===== config.mk =====
export PLATFORM = sky130hd
export DESIGN_NAME = mise_core
export DESIGN_NICKNAME = d
export VERILOG_FILES = /design/src/shared/mise_pkg.sv /design/src/rtl/mise_core.sv
export SDC_FILE = /design/constraint.sdc
export NUM_CORES = 1
export LEC_CHECK = 0
export ABC_AREA = 1
export BUFFER_PORTS_ARGS = -buffer_cell sky130_fd_sc_hd__buf_2
export CORE_AREA = 2 2 494 349
export DETAILED_ROUTE_END_ITERATION = 10
export DIE_AREA = 0 0 496 351
export GPL_TIMING_DRIVEN = 1
export REMOVE_ABC_BUFFERS = 1
export SLEW_MARGIN = 5
export SYNTH_ARGS = -nofsm -noshare
export SYNTH_HDL_FRONTEND = slang
export SYNTH_SLANG_ARGS = --single-unit

===== constraint.sdc =====
create_clock -name clk -period 5.1 [get_ports clk]
set_clock_uncertainty 0.15 [all_clocks]
set_input_delay 0.51 -clock clk [delete_from_list [all_inputs] [get_ports clk]]
set_output_delay 0.51 -clock clk [all_outputs]
set_load 0.03 [all_outputs]

===== src/shared/mise_pkg.sv =====
// Constants and types for the instruction subset execution block
package mise_pkg;
  localparam int DATA_W = 8;
  localparam int ADDR_W = 7;
  localparam int PC_W = 13;
  localparam int STACK_DEPTH = 8;
  localparam int SP_W = 3;
  localparam int FILE_DEPTH = 128;
  localparam int WDT_W = 8;
  localparam int PRE_W = 8;
  // Operation selector at the instruction port
  localparam logic [2:0] OP_NOP = 3'h0;
  localparam logic [2:0] OP_LOAD_LIT = 3'h1;
  localparam logic [2:0] OP_STORE = 3'h2;
  localparam logic [2:0] OP_RET_LIT = 3'h3;
  localparam logic [2:0] OP_RET_SUB = 3'h4;
  localparam logic [2:0] OP_RET_IRQ = 3'h5;
  localparam logic [2:0] OP_ROT_LEFT = 3'h6;
  localparam logic [2:0] OP_SLEEP = 3'h7;
  localparam logic [DATA_W-1:0] ACC_RESET = 8'h00;
  localparam logic [PC_W-1:0] PC_RESET = 13'h0000;
  localparam logic [PC_W-1:0] PC_STEP = 13'h0001;
  localparam logic [SP_W-1:0] SP_STEP = 3'h1;
  localparam logic [WDT_W-1:0] WDT_CLEAR = 8'h00;
  localparam logic [PRE_W-1:0] PRE_CLEAR = 8'h00;
  localparam logic [WDT_W-1:0] WDT_STEP = 8'h01;
  localparam logic [PRE_W-1:0] PRE_STEP = 8'h01;
  localparam int MSB = DATA_W - 1;

  typedef enum logic [2:0] {
    MISE_RUN = 3'b001,
    MISE_FLUSH = 3'b010,
    MISE_ASLEEP = 3'b100
  } mise_state_t;

  typedef struct packed {
    mise_state_t state;
    logic [DATA_W-1:0] acc;
    logic [PC_W-1:0] pc;
    logic [SP_W-1:0] sp;
    logic carry;
    logic power_down_n;
    logic timeout_n;
    logic irq_en;
    logic [WDT_W-1:0] wdt;
    logic [PRE_W-1:0] pre;
    logic busy;
    logic ready;
    logic halted;
    logic [DATA_W-1:0] rd;
  } mise_regs_t;
endpackage : mise_pkg


===== src/rtl/mise_core.sv =====
// Executes an eight-instruction subset of an 8-bit core
// Contract
// (RULE_01) Literal load copies the 8-bit immediate into accumulator; flags unchanged.
// (RULE_02) Zero don't-care bits in the literal-load word are accepted.
// (RULE_03) Store writes accumulator to the 7-bit addressed file register; flags unchanged.
// (RULE_04) Return-with-literal loads accumulator, pops stack into counter; two cycles.
// (RULE_05) Return pops stack head into counter in two cycles; flags unchanged.
// (RULE_06) Rotate-left through carry: old carry to bit 0, bit 7 to carry.
// (RULE_07) Rotate destination select 0 writes accumulator, 1 writes file register.
// (RULE_08) Sleep clears the watchdog counter and its prescaler.
// (RULE_09) Sleep clears power-down flag, sets timeout flag, nothing else.
// (RULE_10) After sleep the core halts; execution stops until wake.
// (RULE_11) Return-from-interrupt pops head into counter and sets interrupt enable.
// (RULE_12) No-operation takes one cycle and only advances the counter.
`timescale 1ns/100ps
`default_nettype none
module mise_core
  import mise_pkg::*;
(
  // Clock and reset
  input wire logic clk,
  input wire logic rst_n,
  // Instruction port
  input wire logic instr_valid,
  input wire logic [2:0] instr_op,
  input wire logic [mise_pkg::DATA_W-1:0] instr_literal,
  input wire logic [mise_pkg::ADDR_W-1:0] instr_addr,
  input wire logic instr_dest,
  // Call push and wake
  input wire logic push_valid,
  input wire logic [mise_pkg::PC_W-1:0] push_addr,
  input wire logic wake,
  // State outputs
  output logic instr_ready,
  output logic [mise_pkg::DATA_W-1:0] acc,
  output logic [mise_pkg::PC_W-1:0] program_counter,
  output logic carry,
  output logic power_down_flag,
  output logic timeout_flag,
  output logic global_irq_enable,
  output logic [mise_pkg::WDT_W-1:0] watchdog_counter,
  output logic [mise_pkg::PRE_W-1:0] watchdog_prescaler,
  output logic osc_halted,
  output logic [mise_pkg::DATA_W-1:0] file_rd_data
);
  import mise_pkg::*;

  mise_regs_t r;
  mise_regs_t next_r;
  logic [DATA_W-1:0] file_mem [FILE_DEPTH];
  logic [PC_W-1:0] stack_mem [STACK_DEPTH];
  logic [SP_W-1:0] pop_sp;
  logic [DATA_W-1:0] file_val;
  logic [DATA_W-1:0] rot_val;
  logic file_we;
  logic [DATA_W-1:0] file_wd;
  logic [PC_W-1:0] popped_pc;
  logic [2:0] wake_sync;
  logic wake_seen;
  logic take;
  logic push_ok;

  // Returns pop the stack and need a second cycle
  function automatic logic pops_stack(input logic [2:0] op);
    pops_stack = (op == OP_RET_LIT) || (op == OP_RET_SUB) || (op == OP_RET_IRQ);
  endfunction : pops_stack

  // Wake pin passes three flops; level moves once last two agree
  always_ff @(posedge clk or negedge rst_n) begin
    if (!rst_n) begin
      wake_sync <= 3'h0;
      wake_seen <= 1'b0;
    end else begin
      wake_sync <= {wake_sync[1:0], wake};
      if (wake_sync[1] == wake_sync[2]) begin
        wake_seen <= wake_sync[2];
      end
    end
  end

  assign pop_sp = r.sp - SP_STEP;
  assign popped_pc = stack_mem[pop_sp];
  assign file_val = file_mem[instr_addr];
  assign rot_val = {file_val[MSB-1:0], r.carry}; // RULE_06
  assign take = instr_valid && (r.state == MISE_RUN) && !r.busy;
  // A push meeting a return is dropped so the pop reads a settled stack
  assign push_ok = push_valid && (r.state == MISE_RUN) && !(take && pops_stack(instr_op));

  always_comb begin
    next_r = r;
    file_we = 1'b0;
    file_wd = r.acc;
    next_r.busy = 1'b0;
    if (r.state != MISE_ASLEEP) begin
      next_r.wdt = r.wdt + WDT_STEP;
      next_r.pre = r.pre + PRE_STEP;
    end
    if (push_ok) begin
      next_r.sp = r.sp + SP_STEP;
    end
    case (r.state)
      MISE_RUN: begin
        if (take) begin
          next_r.pc = r.pc + PC_STEP;
          case (instr_op)
            OP_NOP: begin
              next_r.pc = r.pc + PC_STEP; // RULE_12
            end
            OP_LOAD_LIT: begin
              next_r.acc = instr_literal; // RULE_01 RULE_02
            end
            OP_STORE: begin
              file_we = 1'b1; // RULE_03
              file_wd = r.acc;
            end
            OP_RET_LIT: begin
              next_r.acc = instr_literal; // RULE_04
              next_r.pc = popped_pc;
            end
            OP_RET_SUB: begin
              next_r.pc = popped_pc; // RULE_05
            end
            OP_RET_IRQ: begin
              next_r.pc = popped_pc; // RULE_11
              next_r.irq_en = 1'b1;
            end
            OP_ROT_LEFT: begin
              next_r.carry = file_val[MSB]; // RULE_06
              if (instr_dest) begin
                file_we = 1'b1; // RULE_07
                file_wd = rot_val;
              end else begin
                next_r.acc = rot_val; // RULE_07
              end
            end
            OP_SLEEP: begin
              next_r.wdt = WDT_CLEAR; // RULE_08
              next_r.pre = PRE_CLEAR;
              next_r.power_down_n = 1'b0; // RULE_09
              next_r.timeout_n = 1'b1;
              next_r.state = MISE_ASLEEP; // RULE_10
            end
            default: begin
              next_r.pc = r.pc + PC_STEP;
            end
          endcase
          // Every return pops one entry and then idles a cycle
          if (pops_stack(instr_op)) begin
            next_r.sp = pop_sp; // RULE_04 RULE_05 RULE_11
            next_r.state = MISE_FLUSH;
          end
        end
      end
      MISE_FLUSH: begin
        // Second cycle of a return; fetched word is discarded
        next_r.state = MISE_RUN; // RULE_04 RULE_05
      end
      MISE_ASLEEP: begin
        if (wake_seen) begin
          next_r.state = MISE_RUN;
        end
      end
      default: begin
        next_r.state = MISE_RUN;
      end
    endcase
    // Read-back port holds the last word written
    if (file_we) begin
      next_r.rd = file_wd;
    end
    next_r.busy = (next_r.state != MISE_RUN);
    next_r.ready = (next_r.state == MISE_RUN);
    next_r.halted = (next_r.state == MISE_ASLEEP);
  end

  always_ff @(posedge clk or negedge rst_n) begin
    if (!rst_n) begin
      r.state <= MISE_RUN;
      r.acc <= ACC_RESET;
      r.pc <= PC_RESET;
      r.sp <= '0;
      r.carry <= 1'b0;
      r.power_down_n <= 1'b1;
      r.timeout_n <= 1'b1;
      r.irq_en <= 1'b0;
      r.wdt <= WDT_CLEAR;
      r.pre <= PRE_CLEAR;
      r.busy <= 1'b0;
      r.ready <= 1'b1;
      r.halted <= 1'b0;
      r.rd <= '0;
    end else begin
      r <= next_r;
    end
  end

  // Storage arrays have no reset
  always_ff @(posedge clk) begin
    if (file_we) begin
      file_mem[instr_addr] <= file_wd;
    end
    if (push_ok) begin
      stack_mem[r.sp] <= push_addr;
    end
  end

  // Every output is a register field
  assign instr_ready = r.ready;
  assign acc = r.acc;
  assign program_counter = r.pc;
  assign carry = r.carry;
  assign power_down_flag = r.power_down_n;
  assign timeout_flag = r.timeout_n;
  assign global_irq_enable = r.irq_en;
  assign watchdog_counter = r.wdt;
  assign watchdog_prescaler = r.pre;
  assign osc_halted = r.halted;
  assign file_rd_data = r.rd;
endmodule : mise_core
`default_nettype wire


==> impl_results.md, run 1 <==
* Largest fanout on the critical path at 14
* Number of port buffers at 86
* Endpoint type of the worst setup path: register
* Detailed placement HPWL at around 90000 microns
* Total cell area at the placement stage at 0.05396 sq mm
* Hold WS at between 0.05 and 0.06 ns
* Mean routed wirelength per cell at 19.61 microns
* Overall routing resource usage at 0.1621
* Std-Cell Rows at 127
* Data required time at the worst endpoint at 5.28 ns
* CP endpoint: file_mem[106][4]
* Number of top-level design ports at 88
* Growth of design area from synthesis to finish at 14.65%
* Sequential Power Share at 0.489
* Crit Reg-Reg Endpoint: file_mem[106][4]
* Number of buffers on the longest clock path at 3
* Post-synthesis xor/xnor area fraction at 0.001910
* Minimum clock period after layout at 3.808 ns
* CTS Hold Buffers Added at 22
* Pins over their slew limit at 0
* Startpoint types: register
* HP Class: in2reg
* Count of placed standard cells including taps at 7092
* P per Cell Area at 429.9 mW/mm^2
* Leakage power at 23.02 nW
* Post-synthesis cell area at 0.05043 sq mm
* Commonest cells after routing, fill and taps aside: nand2_1 (2571), edfxtp_1 (1128), nor2_1 (354)
* Detailed-route wire length at 143600 microns
* Number of detailed-route iterations in the first pass at 6
* Syn Area/Cell at 10.41 sq um
* Share of synthesized cell area in and, or, nand and nor gates at 0.2310
* CTS tree: built
* Register clock-pin slew on the reported worst setup and hold paths at 0.06 ns
* Clock insertion delay at the later pin of the skew report at 0.76 ns
* Switch share at 0.2929
* Post-synth EDFFs at 1128
* Fraction of power consumed by combinational cells at 0.173
* Sinks on the clock net at between 1000 and 1500
* Warnings, synthesis at 0
* Part of the Yosys area used for sequential elements at 0.7020
* Vias in the first global route at around 32000
* Number of instances in the synthesized netlist at around 4800
* Slew margin rel. at 0.1362
* Inserted Clock Buffers at 113
* DRC violations left at 0
* Leftover overflow at the end of global routing at 0
* Critical register-to-register path startpoint: r[55]
* Highest clock rate at 262.6 MHz
* Buffers inserted during post-CTS setup optimization at 0
* H-tree lvl count at 3
* Internal cell power at 17.58 mW
* DIE HEIGHT at 351 microns
* Count of routing violations after the opening detailed-route iteration at around 4200
* DIE AREA at 0.1741 sq mm
* FF+latch count, synth at 1189
* Total via count after detailed routing at 34590
* Horizontal die dimension at approximately 500 microns
* Count of filler cells inserted in the layout at ~17000
* Fraction of final layout cells sized beyond drive strength 1 at 0.09064
* CP startpoint: r[55]
* Final clock period utilization by the worst path at 0.7468
* Area share of fa/ha/maj cells after synthesis at 0.001439
* Yosys cell types at 44
* DRT antenna net count at 0
* Most common cell after layout, fill and taps aside: nand2_1
* Final Hold Vio Count at 0
* Main synth FF type: edfxtp_1
* Start-to-end type of the worst setup path: reg2reg
* Nets@finish at 5014
* Switching pwr at 7.281 mW
* Max cap viols at 0
* Fraction of the mapped netlist area in compound gates at 0.02384
* Endpoint arrival time on the critical path at about 4.0 ns
* Global-route wire length before repair at 213800 microns
* Actual transition at the worst max-transition pin at 1.291 ns
* Placer congestion estimate at 0.9191
* Starting density of the core at 0.2972
* Max IR drop VDD at 0.0002939 V
* Portion of total power attributed to the clock network at 0.338
* Cell at the root of the clock tree: clkbuf_16
* Unrepaired setup endpoints after global routing: false
* Final non-filler cell total at 7322
* Proportion of register bits with asynchronous set or reset after synthesis at 0.05130
* Final cell utilization of the core at 0.3407
* Result of the run: completed
* Largest net degree at the start of global routing at 127
* Combinational family with the most area after synthesis: simple AND/OR/NAND/NOR gates
* R2R cell count at 7
* TNS Setup at 0 ns
* Post_cts resized at 0
* Share of synthesized area spent on multiplexers at 0.002977
* Final Setup Violations at 0
* Std-Cell Core Area at between 0.15 and 0.2 sq mm
* Number of antenna violations at the first check in global routing at 2
* Final std cell area, no fill at 0.05782 sq mm
* Slack of the worst reg-to-reg path at approximately 1.3 ns
* Via count normalized by instance count at about 4.7
## power groups by stage
stage                     combinational, mW  clock, mW  sequential, mW
after global placement                 4.22          0            12.3
after detailed placement               4.29          0            12.4
after floorplan                        1.94          0            12.8
after global routing                   4.70       8.90            12.2
final                                  4.31       8.41            12.1
after CTS                              4.31       8.53            12.2
## state kept, by name, summed over array words and instances, names as in the netlist
| name | cells |
|---|---|
| file_mem | 1024 |
| stack_mem | 104 |
| program_counter | 13 |
| acc | 8 |
| file_rd_data | 8 |
| watchdog_counter | 8 |
| watchdog_prescaler | 8 |
| r | 7 |
| wake_sync | 3 |
| carry | 1 |
| global_irq_enable | 1 |
| instr_ready | 1 |
| osc_halted | 1 |
| power_down_flag | 1 |
| wake_seen | 1 |
## synth_stat cells (7+ instances only)
cell type  instances  area [sq um]
dfrtp_1           58          1451
nand3_1           48         240.2
edfxtp_1        1128         33870
buf_2            109         545.5
a21oi_1           45         225.2
o211ai_1          17         127.6
o21ai_1           17         85.08
buf_4             54         405.4
nor3_1             8         40.04
o221ai_1          16         140.1
and2_1             7         43.79
nand2_1         2571          9651
xor2_1             8         70.07
nor2_1           359          1348
o32ai_1           11         96.34
a31oi_1           11         68.82
o21ai_0           61         305.3
nand4_1           26         162.7
buf_1             32         120.1
buf_6             10         112.6
a22oi_1           16         120.1
inv_1            103         386.6
clkbuf_1          68         255.2
mux2i_1           15         150.1
## cells by family (layout without fill, tap and decap cells)
logic type                 count (synthesis)  count (layout)
xor gates and xnor gates                  11              11
muxes                                     15              15
buffers and inverters                    384             603
DFF                                     1189            1189
adders and majority gates                  6               6
and+or+nand+nor                         3041            3041
AOI/OAI and AO/OA                        198             198
other                                      1               2
## routing by layer
metal | part of all wire | track usage | vias up
met5 | 0 | 0 | -
met4 | 0.026 | 0.04330 | 0
met3 | 0.10 | 0.04321 | 206
met2 | 0.41 | 0.2278 | 1450
met1 | 0.46 | 0.2436 | 16790
li1 | - | - | 16150
## worst min path at each step
stage | startpoint | end | slack, ns | cells past startpoint
after detailed placement | wake_sync[0] | wake_sync[1] | 0.20 | 0
after global routing | push_valid | r[31] | 0.03 | 4
after CTS | push_valid | r[31] | 0.007 | 4
final | push_valid | r[31] | 0.06 | 4
after floorplan | rst_n | acc[0] | 0.06 | 0
after global placement | wake_sync[0] | wake_sync[1] | 0.18 | 0
## area by class of cell
type	instances	area [sq um]	area share
Clock buffer	133	2933	0.05072
Multi-Input combinational cell	3272	13210	0.2285
Tap cell	2257	2824	0.04884
Inverter	111	432.9	0.007487
Antenna cell	1	2.502	0.00004328
Clock inverter	74	705.7	0.01220
Timing Repair Buffer	285	2311	0.03997
Sequential cell	1189	35400	0.6123
## critical path: stages (launching register included)
cell and delay (ns):
dfstp_2 0.54, nand2_1 0.08, nor3_4 0.34, inv_1 0.44
nor4_4 0.54, nand2_1 0.15, buf_4 0.26, nor2_1 0.90
## stage by stage
stage,setup WS (ns),power (mW)
after global routing,1.098,25.78
after global placement,0.8114,16.56
after CTS,1.194,24.99
final,1.292,24.86
after detailed placement,0.7977,16.65
after floorplan,-2.060,14.77
Note: power is estimated with default switching activity, not from simulation.
==> inputs of run 2 (changes only) <==
==> constraint.sdc (replaced) <==
create_clock -name clk -period 4 [get_ports clk]
set_clock_uncertainty 0.15 [all_clocks]
set_input_delay 0.4 -clock clk [delete_from_list [all_inputs] [get_ports clk]]
set_output_delay 0.4 -clock clk [all_outputs]
set_load 0.03 [all_outputs]
==> run 2 against run 1 <==
- clock power up 36%
- worst setup slack worse by 0.51 ns
- global-route usage down 0.15 points
- first-iteration DRC count down 11%
- combinational power up 31%
- via count up 0.23%
- worst hold slack better by 0.081 ns
- sequential share of layout area down 0.97 points
- die area unchanged
- non-clock buffer count up 60
- sequential power up 28%
- maximum frequency up 18%
- critical endpoint is now file_mem[3][3]
- largest cell class unchanged
==> impl_results.md, run 2 (synthesis results as in run 1) <==
* Minimum clock period after layout at 3.219 ns (-0.5892 ns)
* Buffers inserted during post-CTS setup optimization at 0 (unchanged)
* Commonest cells after routing, fill and taps aside: nand2_1 (2571), edfxtp_1 (1128), nor2_1 (354)
* Register with the most flip-flops: file_mem
* Final setup margin at 0.7807 ns (-0.5108 ns)
* Final Setup Violations at 0 (unchanged)
* Std-Cell Core Area at 0.1697 sq mm (unchanged)
* Endpoint type of the worst setup path: register
* Highest signal layer in the routed design: met4
* Max cap viols at 0 (unchanged)
* Largest register FFs at 1024 (unchanged)
* Sinks on the clock net at 1189 (unchanged)
* Startpoint types: register
* Pins over their slew limit at 0 (unchanged)
* Endpoint arrival time on the critical path at 3.45 ns (-0.53 ns)
* Routed met3 length at 12940 microns (-11%)
* Largest fanout on the critical path at 12 (-2)
* Final Hold Vio Count at 0 (unchanged)
* Mean routed wirelength per cell at 19.13 microns (-2.4%)
* Data required time at the worst endpoint at 4.23 ns (-1.05 ns)
* Leftover overflow at the end of global routing at 0 (unchanged)
* Total via count after detailed routing at 34670 (+0.23%)
* Largest net degree at the start of global routing at 112 (-12%)
* Clock insertion delay at the later pin of the skew report at 0.77 ns (about the same)
* Growth of design area from synthesis to finish at 16.49%
* Register clock-pin slew on the reported worst setup and hold paths at 0.06 ns (about the same)
* Via count normalized by instance count at 4.690 (-0.73%)
* Actual transition at the worst max-transition pin at 1.071 ns (-0.2202 ns)
* Overall routing resource usage at 0.1605 (-0.001550)
* Max IR drop VDD at 0.0005322 V (+81%)
* Number of buffers on the longest clock path at 3 (unchanged)
* Critical register-to-register path startpoint: r[57]
* Unrepaired setup endpoints after global routing: false
* Number of detailed-route iterations in the first pass at 6 (unchanged)
* Final non-filler cell total at 7393 (+0.97%)
* CP startpoint: r[57]
* DRT antenna net count at 0 (unchanged)
* Post-placement setup slack at 0.3828 ns (-0.4149 ns)
* Inserted Clock Buffers at 116 (+2.7%)
* Std-Cell Rows at 127 (unchanged)
* Met1 wire length at 65880 microns (about the same)
* CTS tree: built
* Slew margin rel. at 0.2836 (+0.1474)
* Sum of met2 wire segment lengths after detailed routing at 57890 microns (-2.5%)
* Detailed placement HPWL at 88970 microns (-1.2%)
* Number of antenna violations at the first check in global routing at 2 (unchanged)
* Number of port buffers at 86 (unchanged)
* Placer congestion estimate at 0.9255 (+0.70%)
* HP Class: in2reg
* Starting density of the core at 0.2972 (unchanged)
* Detailed-route wire length at 141400 microns (-1.5%)
* DIE HEIGHT at 351 microns (unchanged)
* Worst hold path startpoint: instr_valid
* Vias in the first global route at 32540 (+0.52%)
* Highest clock rate at 310.6 MHz (+18%)
* Most common cell after layout, fill and taps aside: nand2_1
* P per Cell Area at 553.3 mW/mm^2 (+29%)
* Final clock period utilization by the worst path at 0.8048 (+0.05805)
* H-tree lvl count at 3 (unchanged)
* Cell at the root of the clock tree: clkbuf_16
* Global-route wire length before repair at 211200 microns (-1.2%)
* Result of the run: completed
* Start-to-end type of the worst setup path: reg2reg
* Fraction of final layout cells sized beyond drive strength 1 at 0.1032 (+0.01257)
* DRC violations left at 0 (unchanged)
* Nets@finish at 5077 (+1.3%)
* Number of top-level design ports at 88 (unchanged)
* Leakage power at 23.52 nW (+2.2%)
* Horizontal die dimension at 496 microns (unchanged)
* DIE AREA at 0.1741 sq mm (unchanged)
* Count of placed standard cells including taps at 7147 (+0.78%)
* Count of routing violations after the opening detailed-route iteration at 3685 (-11%)
[run 2: cell types whose count changed in the layout (fill, tap and decap cells not counted), sizes merged]
cell	previous run	this run
buf	263	318
dlygate4sd3	22	27
bufinv	9	14
clkinvlp	3	5
clkinv	62	50
clkbuf	133	146
inv	111	114
[run 2: path summary, 6_finish.rpt]
check | endpoint | slack [ns] | depth (start not counted)
max | file_mem[3][3] | 0.78 | 8
min | program_counter[5] | 0.14 | 6
max reg2reg | file_mem[3][3] | 0.78 | 8
min reg2reg | wake_sync[1] | 0.20 | 0
max in group asynchronous | file_rd_data[2] | 2.50 | 3
min in group asynchronous | watchdog_prescaler[4] | 0.17 | 2
[run 2: worst max-delay path, cell delays in order, from the launching register on]
cell and delay [ns]:
dfrtp_1 0.38, nor2_1 0.15, nand2_1 0.10, nor3_4 0.14, inv_1 0.21, nor4_4 0.47
nand2_1 0.14, buf_4 0.27, nor2_1 0.83
[run 2: per-layer routing]
layer	up-vias	global-route usage
li1	16280	-
met5	-	0
met4	0	0.05428
met2	1395	0.2251
met1	16780	0.2430
met3	218	0.03383
[run 2: what timing repair did]
item | 4_1_cts | 5_1_grt
resized for setup | 0 | 0
endpoints found under the hold margin | 151 | 0
hold buffers | 27 | 0
[run 2: stage by stage]
step | TNS, ns | power, mW | util | hold slack (ns) | instance area [sq um]
after floorplan | -3564.84 | 18.83 | - | -0.04559 | 48990
after global placement | 0 | 21.25 | 0.3213 | 0.1826 | 54530
after detailed placement | 0 | 21.35 | 0.3213 | 0.1858 | 54530
after CTS | 0 | 32.77 | 0.3462 | 0.08673 | 58750
after global routing | 0 | 33.77 | 0.3462 | 0.1312 | 58750
final | 0 | 32.51 | 0.3462 | 0.1371 | 58750
[run 2: report_power, final]
group	internal [mW]	switching, mW	total (mW)
registers	15.2	0.259	15.5
logic	1.45	4.18	5.63
clock network	6.44	4.95	11.4
[run 2: cell type report]
cell class	count	area, sq um
flip-flops and latches	1189	35400
clock inverters	72	854.6
diodes	1	2.502
fillers	16840	111000
repair buffers	345	2924
inverters	111	432.9
well taps	2257	2824
clock buffers	146	3098
multi-input cells	3272	13210
